--- src/hw/adc_cfg_pkg.sv ---
package adc_cfg_pkg;
  // ****************************************
  // register map (word index = byte addr)
  // ****************************************
  localparam logic [3:0] ctrl0_addr     = 4'h0;
  localparam logic [3:0] ctrl1_addr     = 4'h1;
  localparam logic [3:0] porta_ans_addr = 4'h2;
  localparam logic [3:0] portb_ans_addr = 4'h3;
  localparam logic [3:0] dir_a_addr     = 4'h4;
  localparam logic [3:0] dir_b_addr     = 4'h5;
  localparam logic [3:0] lat_a_addr     = 4'h6;
  localparam logic [3:0] lat_b_addr     = 4'h7;
  localparam logic [3:0] port_a_addr    = 4'h8;
  localparam logic [3:0] port_b_addr    = 4'h9;
  localparam logic [3:0] irq_stat_addr  = 4'ha;
  localparam logic [3:0] irq_mask_addr  = 4'hb;
  localparam logic [3:0] result_addr    = 4'hc;
  // ****************************************
  // field positions
  // ****************************************
  localparam int ctrl0_on_bit    = 0;
  localparam int ctrl0_start_bit = 1;
  localparam int ctrl0_chan_lsb  = 2;
  localparam int chan_width      = 5;
  localparam int nref_lsb        = 0;
  localparam int pref_lsb        = 2;
  localparam int ref_width       = 2;
  localparam int irq_done_bit    = 0;
  // ****************************************
  // reset values and encodings
  // ****************************************
  localparam logic [7:0] ctrl_rst     = 8'h00;
  localparam logic [7:0] dir_rst      = 8'hff;
  localparam logic [7:0] ans_a_rst    = 8'hff;
  localparam logic [7:0] lat_rst      = 8'h00;
  localparam logic [1:0] pref_vdd     = 2'h0;
  localparam logic [1:0] pref_ext     = 2'h1;
  localparam logic [1:0] pref_fixed   = 2'h2;
  localparam logic [1:0] nref_gnd     = 2'h0;
  localparam logic [1:0] nref_ext     = 2'h1;
  localparam int         conv_cycles  = 24;
endpackage

--- src/hw/adc_pin_sync.sv ---
`timescale 1ns/1ps
module adc_pin_sync #(
  parameter int width = 8
) (
  // clock and reset
  input  wire logic             ref_clk,
  input  wire logic             rst_n,
  // pins
  input  wire logic [width-1:0] pin_in,
  output logic      [width-1:0] pin_sync
);
  logic [width-1:0] s1_ff;
  logic [width-1:0] s2_ff;
  logic [width-1:0] s3_ff;
  // a bit changes only once the 2nd and 3rd stages agree
  always_ff @(posedge ref_clk or negedge rst_n) begin
    if (!rst_n) begin
      s1_ff    <= '0;
      s2_ff    <= '0;
      s3_ff    <= '0;
      pin_sync <= '0;
    end else begin
      s1_ff <= pin_in;
      s2_ff <= s1_ff;
      s3_ff <= s2_ff;
      for (int i = 0; i < width; i++) begin
        if (s2_ff[i] == s3_ff[i]) begin
          pin_sync[i] <= s3_ff[i];
        end
      end
    end
  end
endmodule

--- src/hw/adc_ref_mux.sv ---
`timescale 1ns/1ps
module adc_ref_mux (
  // clock and reset
  input  wire logic       ref_clk,
  input  wire logic       rst_n,
  // selections
  input  wire logic [1:0] pref_sel,
  input  wire logic [1:0] nref_sel,
  // one-hot switch enables to the core
  output logic            pos_vdd_en,
  output logic            pos_fixed_en,
  output logic            pos_ext_en,
  output logic            neg_gnd_en,
  output logic            neg_ext_en
);
  // ****************************************
  // reference switches
  // ****************************************
  wire p_ext   = (pref_sel == adc_cfg_pkg::pref_ext);
  wire p_fixed = (pref_sel == adc_cfg_pkg::pref_fixed);
  wire n_ext   = (nref_sel == adc_cfg_pkg::nref_ext);
  // positive rail choice, unused code falls back to supply
  // negative choice, decoded apart from positive
  always_ff @(posedge ref_clk or negedge rst_n) begin
    if (!rst_n) begin
      pos_vdd_en   <= 1'b1;
      pos_fixed_en <= 1'b0;
      pos_ext_en   <= 1'b0;
      neg_gnd_en   <= 1'b1;
      neg_ext_en   <= 1'b0;
    end else begin
      pos_vdd_en   <= !(p_ext || p_fixed);
      pos_fixed_en <= p_fixed;
      pos_ext_en   <= p_ext;
      neg_gnd_en   <= !n_ext;
      neg_ext_en   <= n_ext;
    end
  end
endmodule

--- src/hw/adc_input_and_reference_select.sv ---
// Functional notes
// - port read returns 0 on every pin with its analog select bit set.
// - conversion of selected pin ignores analog select and direction bits.
// - pin driven as output is sampled at the port's driven level.
// - channel select field routes one input to sample and hold.
// - two-bit positive reference field picks supply, fixed buffer or external.
// - two-bit negative reference field picks ground or external, independently.
// - config bit sets reset value of port b analog select bits.
// - on completion clear start bit, set interrupt flag, resume sampling.
`timescale 1ns/1ps
module adc_input_and_reference_select #(
  parameter int conv_len = adc_cfg_pkg::conv_cycles
) (
  // clock and reset
  input  wire logic       ref_clk,
  input  wire logic       rst_n,
  // nonvolatile configuration
  input  wire logic       portb_analog_reset_config,
  // register port
  input  wire logic [3:0] reg_addr,
  input  wire logic [7:0] reg_wdata,
  input  wire logic       reg_wr,
  input  wire logic       reg_rd,
  output logic      [7:0] reg_rdata,
  // port pins
  input  wire logic [7:0] pa_in,
  input  wire logic [7:0] pb_in,
  output logic      [7:0] pa_out,
  output logic      [7:0] pa_oe,
  output logic      [7:0] pb_out,
  output logic      [7:0] pb_oe,
  output logic      [7:0] pa_dig_en,
  output logic      [7:0] pb_dig_en,
  // analog core
  output logic [4:0]      sh_channel,
  output logic            sh_sampling,
  output logic            core_drive_dig,
  output logic            core_dig_level,
  output logic            conv_busy,
  input  wire logic [9:0] core_result,
  output logic            pos_vdd_en,
  output logic            pos_fixed_en,
  output logic            pos_ext_en,
  output logic            neg_gnd_en,
  output logic            neg_ext_en,
  // interrupt
  output logic            irq
);
  // ****************************************
  // registers
  // ****************************************
  logic [7:0] ctrl0_ff;
  logic [7:0] ctrl1_ff;
  logic [7:0] ans_a_ff;
  logic [7:0] ans_b_ff;
  logic [7:0] dir_a_ff;
  logic [7:0] dir_b_ff;
  logic [7:0] lat_a_ff;
  logic [7:0] lat_b_ff;
  logic [7:0] stat_ff;
  logic [7:0] mask_ff;
  logic [9:0] result_ff;
  logic [7:0] cnt_ff;
  logic       strap_done_ff;
  logic [7:0] pa_s;
  logic [7:0] pb_s;

  typedef enum logic [0:0] {sampling, converting} conv_state_type;
  conv_state_type state_ff;

  function automatic logic hit(input logic [3:0] a, input logic [3:0] r);
    return a == r;
  endfunction

  adc_pin_sync #(.width(8)) u_sync_a (
    .ref_clk  (ref_clk),
    .rst_n    (rst_n),
    .pin_in   (pa_in),
    .pin_sync (pa_s)
  );
  adc_pin_sync #(.width(8)) u_sync_b (
    .ref_clk  (ref_clk),
    .rst_n    (rst_n),
    .pin_in   (pb_in),
    .pin_sync (pb_s)
  );
  adc_ref_mux u_ref (
    .ref_clk      (ref_clk),
    .rst_n        (rst_n),
    .pref_sel     (ctrl1_ff[adc_cfg_pkg::pref_lsb +: adc_cfg_pkg::ref_width]),
    .nref_sel     (ctrl1_ff[adc_cfg_pkg::nref_lsb +: adc_cfg_pkg::ref_width]),
    .pos_vdd_en   (pos_vdd_en),
    .pos_fixed_en (pos_fixed_en),
    .pos_ext_en   (pos_ext_en),
    .neg_gnd_en   (neg_gnd_en),
    .neg_ext_en   (neg_ext_en)
  );

  // ****************************************
  // decode
  // ****************************************
  wire        wr_c0   = reg_wr && hit(reg_addr, adc_cfg_pkg::ctrl0_addr);
  wire        wr_c1   = reg_wr && hit(reg_addr, adc_cfg_pkg::ctrl1_addr);
  wire        wr_aa   = reg_wr && hit(reg_addr, adc_cfg_pkg::porta_ans_addr);
  wire        wr_ab   = reg_wr && hit(reg_addr, adc_cfg_pkg::portb_ans_addr);
  wire        wr_da   = reg_wr && hit(reg_addr, adc_cfg_pkg::dir_a_addr);
  wire        wr_db   = reg_wr && hit(reg_addr, adc_cfg_pkg::dir_b_addr);
  wire        wr_la   = reg_wr && hit(reg_addr, adc_cfg_pkg::lat_a_addr);
  wire        wr_lb   = reg_wr && hit(reg_addr, adc_cfg_pkg::lat_b_addr);
  wire        wr_st   = reg_wr && hit(reg_addr, adc_cfg_pkg::irq_stat_addr);
  wire        wr_mk   = reg_wr && hit(reg_addr, adc_cfg_pkg::irq_mask_addr);
  wire [4:0]  chan    = ctrl0_ff[adc_cfg_pkg::ctrl0_chan_lsb +: adc_cfg_pkg::chan_width];
  wire        adc_on  = ctrl0_ff[adc_cfg_pkg::ctrl0_on_bit];
  wire        start   = ctrl0_ff[adc_cfg_pkg::ctrl0_start_bit];
  wire        done    = (state_ff == converting) && (cnt_ff == 8'h00);
  wire [7:0]  cnt_ld  = 8'(conv_len - 1);
  wire [7:0]  rd_pa   = pa_s & ~ans_a_ff;
  wire [7:0]  rd_pb   = pb_s & ~ans_b_ff;
  // output-driven pin is seen at its latch level
  wire        ch_port = chan[4];
  wire [2:0]  ch_bit  = chan[2:0];
  wire        ch_drv  = ch_port ? !dir_b_ff[ch_bit] : !dir_a_ff[ch_bit];
  wire        ch_lvl  = ch_port ? lat_b_ff[ch_bit] : lat_a_ff[ch_bit];
  wire [7:0]  nxt_stat = (stat_ff & ~(wr_st ? reg_wdata : 8'h00))
                         | {7'h00, done};
  logic [7:0] nxt_rdata;
  always_comb begin
    case (reg_addr)
      adc_cfg_pkg::ctrl0_addr:     nxt_rdata = ctrl0_ff;
      adc_cfg_pkg::ctrl1_addr:     nxt_rdata = ctrl1_ff;
      adc_cfg_pkg::porta_ans_addr: nxt_rdata = ans_a_ff;
      adc_cfg_pkg::portb_ans_addr: nxt_rdata = ans_b_ff;
      adc_cfg_pkg::dir_a_addr:     nxt_rdata = dir_a_ff;
      adc_cfg_pkg::dir_b_addr:     nxt_rdata = dir_b_ff;
      adc_cfg_pkg::lat_a_addr:     nxt_rdata = lat_a_ff;
      adc_cfg_pkg::lat_b_addr:     nxt_rdata = lat_b_ff;
      adc_cfg_pkg::port_a_addr:    nxt_rdata = rd_pa;
      adc_cfg_pkg::port_b_addr:    nxt_rdata = rd_pb;
      adc_cfg_pkg::irq_stat_addr:  nxt_rdata = stat_ff;
      adc_cfg_pkg::irq_mask_addr:  nxt_rdata = mask_ff;
      adc_cfg_pkg::result_addr:    nxt_rdata = result_ff[9:2];
      default:                     nxt_rdata = 8'h00;
    endcase
  end

  // ****************************************
  // register file
  // ****************************************
  always_ff @(posedge ref_clk or negedge rst_n) begin
    if (!rst_n) begin
      ctrl0_ff  <= adc_cfg_pkg::ctrl_rst;
      ctrl1_ff  <= adc_cfg_pkg::ctrl_rst;
      ans_a_ff  <= adc_cfg_pkg::ans_a_rst;
      dir_a_ff  <= adc_cfg_pkg::dir_rst;
      dir_b_ff  <= adc_cfg_pkg::dir_rst;
      lat_a_ff  <= adc_cfg_pkg::lat_rst;
      lat_b_ff  <= adc_cfg_pkg::lat_rst;
      mask_ff   <= adc_cfg_pkg::ctrl_rst;
      stat_ff   <= adc_cfg_pkg::ctrl_rst;
      reg_rdata <= 8'h00;
    end else begin
      if (wr_c0) begin
        ctrl0_ff <= reg_wdata;
      end
      if (done) begin
        ctrl0_ff[adc_cfg_pkg::ctrl0_start_bit] <= 1'b0;
      end
      if (wr_c1) begin
        ctrl1_ff <= reg_wdata;
      end
      if (wr_aa) begin
        ans_a_ff <= reg_wdata;
      end
      if (wr_da) begin
        dir_a_ff <= reg_wdata;
      end
      if (wr_db) begin
        dir_b_ff <= reg_wdata;
      end
      if (wr_la) begin
        lat_a_ff <= reg_wdata;
      end
      if (wr_lb) begin
        lat_b_ff <= reg_wdata;
      end
      if (wr_mk) begin
        mask_ff <= reg_wdata;
      end
      // set wins over a write-one clear
      stat_ff   <= nxt_stat;
      reg_rdata <= reg_rd ? nxt_rdata : 8'h00;
    end
  end

  // ****************************************
  // port b analog select with strap reset
  // ****************************************
  // async reset can only load a constant, so the strap is taken on the first edge
  // strap decides port b reset state
  always_ff @(posedge ref_clk or negedge rst_n) begin
    if (!rst_n) begin
      ans_b_ff      <= 8'h00;
      strap_done_ff <= 1'b0;
    end else if (!strap_done_ff) begin
      ans_b_ff      <= {8{portb_analog_reset_config}};
      strap_done_ff <= 1'b1;
    end else if (wr_ab) begin
      ans_b_ff <= reg_wdata;
    end
  end

  // ****************************************
  // conversion sequencer
  // ****************************************
  // settling after a channel change is left to software; no wait is enforced
  // settling wait is software's
  always_ff @(posedge ref_clk or negedge rst_n) begin
    if (!rst_n) begin
      state_ff  <= sampling;
      cnt_ff    <= 8'h00;
      result_ff <= 10'h000;
    end else begin
      case (state_ff)
        sampling: begin
          if (adc_on && start) begin
            state_ff <= converting;
            cnt_ff   <= cnt_ld;
          end
        end
        converting: begin
          if (done) begin
            state_ff  <= sampling;
            result_ff <= core_result;
          end else begin
            cnt_ff <= cnt_ff - 8'h01;
          end
        end
        default: state_ff <= sampling;
      endcase
    end
  end

  // ****************************************
  // registered outputs
  // ****************************************
  always_ff @(posedge ref_clk or negedge rst_n) begin
    if (!rst_n) begin
      pa_out         <= 8'h00;
      pb_out         <= 8'h00;
      pa_oe          <= 8'h00;
      pb_oe          <= 8'h00;
      pa_dig_en      <= 8'h00;
      pb_dig_en      <= 8'h00;
      sh_channel     <= 5'h00;
      sh_sampling    <= 1'b0;
      core_drive_dig <= 1'b0;
      core_dig_level <= 1'b0;
      conv_busy      <= 1'b0;
      irq            <= 1'b0;
    end else begin
      pa_out         <= lat_a_ff;
      pb_out         <= lat_b_ff;
      pa_oe          <= ~dir_a_ff;
      pb_oe          <= ~dir_b_ff;
      pa_dig_en      <= ~ans_a_ff;
      pb_dig_en      <= ~ans_b_ff;
      // channel routed to sample and hold
      sh_channel     <= chan;
      // sampling never gated by select or direction bits
      sh_sampling    <= adc_on && (state_ff == sampling);
      // core told to sample the driven level
      core_drive_dig <= ch_drv;
      core_dig_level <= ch_lvl;
      conv_busy      <= state_ff == converting;
      irq            <= |(nxt_stat & mask_ff);
    end
  end

  // ****************************************
  // checks
  // ****************************************
  a_port_read_low: assert property (@(posedge ref_clk) disable iff (!rst_n)
    reg_rd && reg_addr == adc_cfg_pkg::port_a_addr |=> (reg_rdata & $past(ans_a_ff)) == 8'h00)
    else $error("analog pin read not low");
  a_done_flag_set: assert property (@(posedge ref_clk) disable iff (!rst_n)
    done |=> stat_ff[adc_cfg_pkg::irq_done_bit] && !ctrl0_ff[adc_cfg_pkg::ctrl0_start_bit])
    else $error("completion effects missing");
  a_chan_follows: assert property (@(posedge ref_clk) disable iff (!rst_n)
    ##1 sh_channel == $past(chan))
    else $error("channel not routed");
  a_drive_level: assert property (@(posedge ref_clk) disable iff (!rst_n)
    ch_drv |=> core_drive_dig && core_dig_level == $past(ch_lvl))
    else $error("driven level not passed");
  a_resume_sample: assert property (@(posedge ref_clk) disable iff (!rst_n)
    done && adc_on && !wr_c0 |-> ##2 sh_sampling)
    else $error("sampling not resumed");
  a_ref_indep: assert property (@(posedge ref_clk) disable iff (!rst_n)
    ctrl1_ff[1:0] == adc_cfg_pkg::nref_ext && $stable(ctrl1_ff) |=> neg_ext_en && !neg_gnd_en)
    else $error("negative reference wrong");
  a_pref_fixed: assert property (@(posedge ref_clk) disable iff (!rst_n)
    ctrl1_ff[3:2] == adc_cfg_pkg::pref_fixed && $stable(ctrl1_ff) |=> pos_fixed_en && !pos_vdd_en)
    else $error("positive reference wrong");
  a_strap_load: assert property (@(posedge ref_clk) disable iff (!rst_n)
    !strap_done_ff |=> ans_b_ff == {8{$past(portb_analog_reset_config)}})
    else $error("strap not applied");

  // ****************************************
  // interrupt, sequencer, reference and pin checks
  // ****************************************
  // port b analog pins read low as port a does
  a_port_b_low: assert property (@(posedge ref_clk) disable iff (!rst_n)
    reg_rd && reg_addr == adc_cfg_pkg::port_b_addr |=> (reg_rdata & $past(ans_b_ff)) == 8'h00)
    else $error("port b analog pin read not low");
  a_irq_raised: assert property (@(posedge ref_clk) disable iff (!rst_n)
    stat_ff[adc_cfg_pkg::irq_done_bit] && mask_ff[adc_cfg_pkg::irq_done_bit] && !wr_st |=> irq)
    else $error("unmasked flag without interrupt");
  a_irq_masked: assert property (@(posedge ref_clk) disable iff (!rst_n)
    mask_ff == 8'h00 |=> !irq)
    else $error("interrupt with all masked");
  a_busy_start: assert property (@(posedge ref_clk) disable iff (!rst_n)
    state_ff == sampling && adc_on && start |=> ##1 conv_busy)
    else $error("conversion did not start");
  a_result_taken: assert property (@(posedge ref_clk) disable iff (!rst_n)
    done |=> state_ff == sampling && result_ff == $past(core_result))
    else $error("result not captured");
  // a strap reload after start-up would undo what software chose
  a_strap_once: assert property (@(posedge ref_clk) disable iff (!rst_n)
    strap_done_ff && !wr_ab |=> $stable(ans_b_ff))
    else $error("port b select changed unasked");
  a_pref_onehot: assert property (@(posedge ref_clk) disable iff (!rst_n)
    $onehot({pos_vdd_en, pos_fixed_en, pos_ext_en}))
    else $error("positive reference not one-hot");
  a_nref_onehot: assert property (@(posedge ref_clk) disable iff (!rst_n)
    $onehot({neg_gnd_en, neg_ext_en}))
    else $error("negative reference not one-hot");
  a_pref_ext: assert property (@(posedge ref_clk) disable iff (!rst_n)
    ctrl1_ff[adc_cfg_pkg::pref_lsb +: adc_cfg_pkg::ref_width] == adc_cfg_pkg::pref_ext
      |=> pos_ext_en && !pos_vdd_en && !pos_fixed_en)
    else $error("external positive reference wrong");
  a_drive_off: assert property (@(posedge ref_clk) disable iff (!rst_n)
    !ch_drv |=> !core_drive_dig)
    else $error("input pin flagged as driven");
endmodule

--- config.mk ---
export PLATFORM = sky130hd
export DESIGN_NAME = adc_input_and_reference_select
export DESIGN_NICKNAME = d
export VERILOG_FILES = /design/src/hw/adc_cfg_pkg.sv /design/src/hw/adc_pin_sync.sv /design/src/hw/adc_ref_mux.sv /design/src/hw/adc_input_and_reference_select.sv
export SDC_FILE = /design/constraint.sdc
export NUM_CORES = 1
export LEC_CHECK = 0
export BUFFER_PORTS_ARGS = -buffer_cell sky130_fd_sc_hd__buf_2
export CORE_ASPECT_RATIO = 0.9
export CORE_MARGIN = 5
export CORE_UTILIZATION = 55
export DETAILED_ROUTE_END_ITERATION = 8
export GPL_ROUTABILITY_DRIVEN = 0
export PLACE_DENSITY = 0.8
export RECOVER_POWER = 50
export SLEW_MARGIN = 40
export SYNTH_ARGS = -nofsm -noshare
export SYNTH_HDL_FRONTEND = slang
export SYNTH_SLANG_ARGS = --single-unit
--- constraint.sdc ---
create_clock -name ref_clk -period 4.2 [get_ports ref_clk]
set_input_delay 0.84 -clock ref_clk [delete_from_list [all_inputs] [get_ports ref_clk]]
set_output_delay 0.84 -clock ref_clk [all_outputs]
set_load 0.02 [all_outputs]
==> summary.txt <==
GRT
  – Largest net degree at the start of global routing: 78
  – GRT Total Usage: 22.7%
  – Vias in the first global route: a little over 6000
  – Initial antenna violation count: 2
  – Global-route wire length before repair: about 35000 um
  – GR Overflow Total: 0

Synth
  – Syn Area/Cell: around 13 um2
  – Seq/Total Area, Yosys: 64.2%
  – Mapped cell area: 9130 um2
  – Post-synth EDFFs: 0
  – Top-count cell post-synth: dfrtp_1
  – Leading area contributor after synthesis: dfrtp_1
  – Syn_nets: 723
  – Top cell type's share of synthesized area: 56.7%
  – Async SR Flop Fraction: 100%
  – Ys flop type: dfrtp_1
  – Top cells by count, synth: 207 x dfrtp_1, 63 x mux2_2, 46 x inv_1, 30 x a21oi_1, 26 x dfstp_2
  – #FFs+latches synth: between 200 and 250
  – Distinct cells, synth: 68
  – Top post-synthesis cells by area: dfrtp_1 57%, mux2_2 7.8%, dfstp_2 7.5%
  – Syn Inst Count: between 600 and 700
  – Synth warnings: 0

Pwr
  – Flop pwr share: 50.3%
  – Net Sw Frac: slightly below 30%
  – Leak Pwr: 4.82 nW
  – Clock Power Share: 30.7%
  – Gate power share: between 10% and 20%
  – Worst vdd rail ir drop: 0.338 mV
  – Int Power: approximately 4.3 mW
  – Pwr Total: 6.07 mW
  – Psw: 1.80 mW
  – PwrDens: approximately 580 nW/um2

Layout
  – Ant diodes: 0
  – Layout cells sized above 1: 30.4%
  – Final instance area: about 11000 um2
  – Area Growth Syn to Fin: 15.3%
  – Nets@finish: 828

Clock tree
  – Post-CTS Setup Bufs: 0
  – CTS buffer count: 23
  – H-tree depth: 1
  – Root Buffer Master: clkbuf_16
  – CTS tree: built
  – # resized after CTS: 0
  – Max clock buf depth: 3
  – Clk_lat worst skew: 500 ps
  – TritonCTS Sinks: 233
  – CTS Hold Bufs: 0
  – Clock-pin slew on the worst setup and hold paths: ~60 ps

Timing
  – Hold Vio Cnt, Final: 0
  – Worst slew margin: -17.4%
  – Setup repair after global routing missed its margin: false
  – Highest Clock Rate: 414 MHz
  – Actual slew at the worst max-slew pin: 1760 ps
  – Fin crit period: 2420 ps
  – Total Negative Setup Slacks: 0 ps
  – Clock skew: roughly 11 ps
  – Final setup violation count: 0
  – Fin crit share: a little under three fifths
  – Max Slew Vio Count: about 80

Place
  – Placed Area: about 9900 um2
  – Post-DP HPWL: 15100 um
  – Input/output buffers: 111

Floorplanning
  – Core Area: 16200 um2
  – Initial Utilization: 56.2%
  – Row count: between 40 and 50
  – Ports: 114
  – Die Ht: about 130 um
  – Chip Width: approximately 150 um
  – Die Area: roughly 19000 um2

Routing
  – WL/cell: 21.7 um
  – DRT antenna net count: 0
  – Total Wirelength: 21700 um
  – DR vias: 5974
  – Pre-Repair DR Iteration Count: 6
  – Residual DRC count: 0
  – Via/cell ratio: around 6
  – Iteration-0 DRC count of the detailed router: about 600

Worst setup path
  – CP Capture Type: flip-flop
  – CP Cell Sequence: inv_1 > ha_1 > nor3b_1 > and3_1 > mux2_2
  – Slowest Stage Delay on Critical Path: 700 ps
  – Critical path class: flip-flop to flip-flop
  – Worst Setup Start Kind: flip-flop
  – Max FO, Critical Path: 11
  – Slowest CP cell: and3_1
  – CP Data Required Time: 4580 ps
  – CP arrival: 2800 ps

Min path
  – Hold crit path type: input port to asynchronous set/reset pin

Job
  – Maxcap violations: 1

Run status
  – Outcome: finished with violations
  – Violated checks: max-capacitance violations, max-slew violations
==> kinds of logic (layout without fill, tap and decap cells) <==
family,count (synthesis),in the layout,share of synthesized area (%)
adders and majority gates,19,19,2.16
muxes,93,93,13.0
xor gates and xnor gates,1,1,0.0959
other,1,1,0.0411
AOI/OAI and AO/OA,109,109,8.05
buffers and inverters,84,203,3.92
and+or+nand+nor,137,137,8.49
DFF,233,233,64.2
==> metrics by stage <==
stage / worst slack [ps] / cells / hold WS, ps / util (%)
after global routing: 1320 / 1003 / 305 / 64.9
after detailed placement: 1310 / 963 / 335 / 60.7
after CTS: 1760 / 1002 / 295 / 64.8
after global placement: 1330 / 962 / 333 / 60.5
after floorplan: 2050 / 677 / 331 / -
final: 1780 / 1003 / 263 / 64.9
==> power groups by stage <==
stage | sequential [mW] | combinational [mW] | clock, mW
6_report | 3.05 | 1.15 | 1.86
3_3_place_gp | 3.06 | 1.11 | 0
2_1_floorplan | 3.15 | 0.606 | 0
5_1_grt | 3.10 | 1.25 | 2.00
4_1_cts | 3.06 | 1.16 | 1.90
3_5_place_dp | 3.10 | 1.15 | 0
==> metal layers <==
metal / global-route usage [%] / share of wire [%]
met1: 33.6 / 42
met2: 34.4 / 46
met3: 4.92 / 9.0
met4: 6.01 / 2.7
met5: 0 / 0.097
==> worst max-delay path, delay by kind of cell (launching register included) <==
kind,cells,cell delay (ps)
buffers and inverters,1,70
adder cells (fa/ha/maj),1,190
multiplexers,1,410
AND/OR/NAND/NOR,2,1240
flip-flops,1,400
==> final cells by class <==
class	count	area, um2
sequential	233	5860
fill	1158	5710
multi-input combinational	360	2910
timing repair buffer	118	648
clock buffer	30	632
tap	207	259
inverter	46	173
clock inverter	9	45.0
==> final timing paths <==
kind	from	end	slack (ps)	cells after the start
max in group asynchronous	rst_n	sh_channel[2]	1880	2
worst max-delay path	cnt_ff[0]	result_ff[9]	1780	5
worst min register to register	u_sync_a.s1_ff[3]	u_sync_a.s2_ff[3]	350	0
min in group ref_clk	u_sync_a.s1_ff[3]	u_sync_a.s2_ff[3]	350	0
worst max register to register	cnt_ff[0]	result_ff[9]	1780	5
worst min-delay path	rst_n	u_sync_a.s1_ff[1]	260	1
==> placed cells by master, fill, tap and decap left out, types with 7 or more instances in the layout <==
cell / netlist / layout
a31oi_1: 14 / 14
maj3_1: 16 / 16
inv_1: 46 / 46
and3_1: 10 / 10
o21ai_0: 16 / 16
a21oi_1: 30 / 30
dfrtp_1: 207 / 207
mux2_1: 7 / 7
clkbuf_16: 0 / 23
dfstp_1: 0 / 22
nand3_1: 16 / 16
nor2_1: 23 / 23
clkinv_2: 0 / 9
mux2_2: 63 / 63
nand2_1: 25 / 25
mux2i_1: 11 / 11
nor2b_1: 18 / 18
buf_2: 19 / 110
No activity file was read; power rests on OpenSTA's default activity.
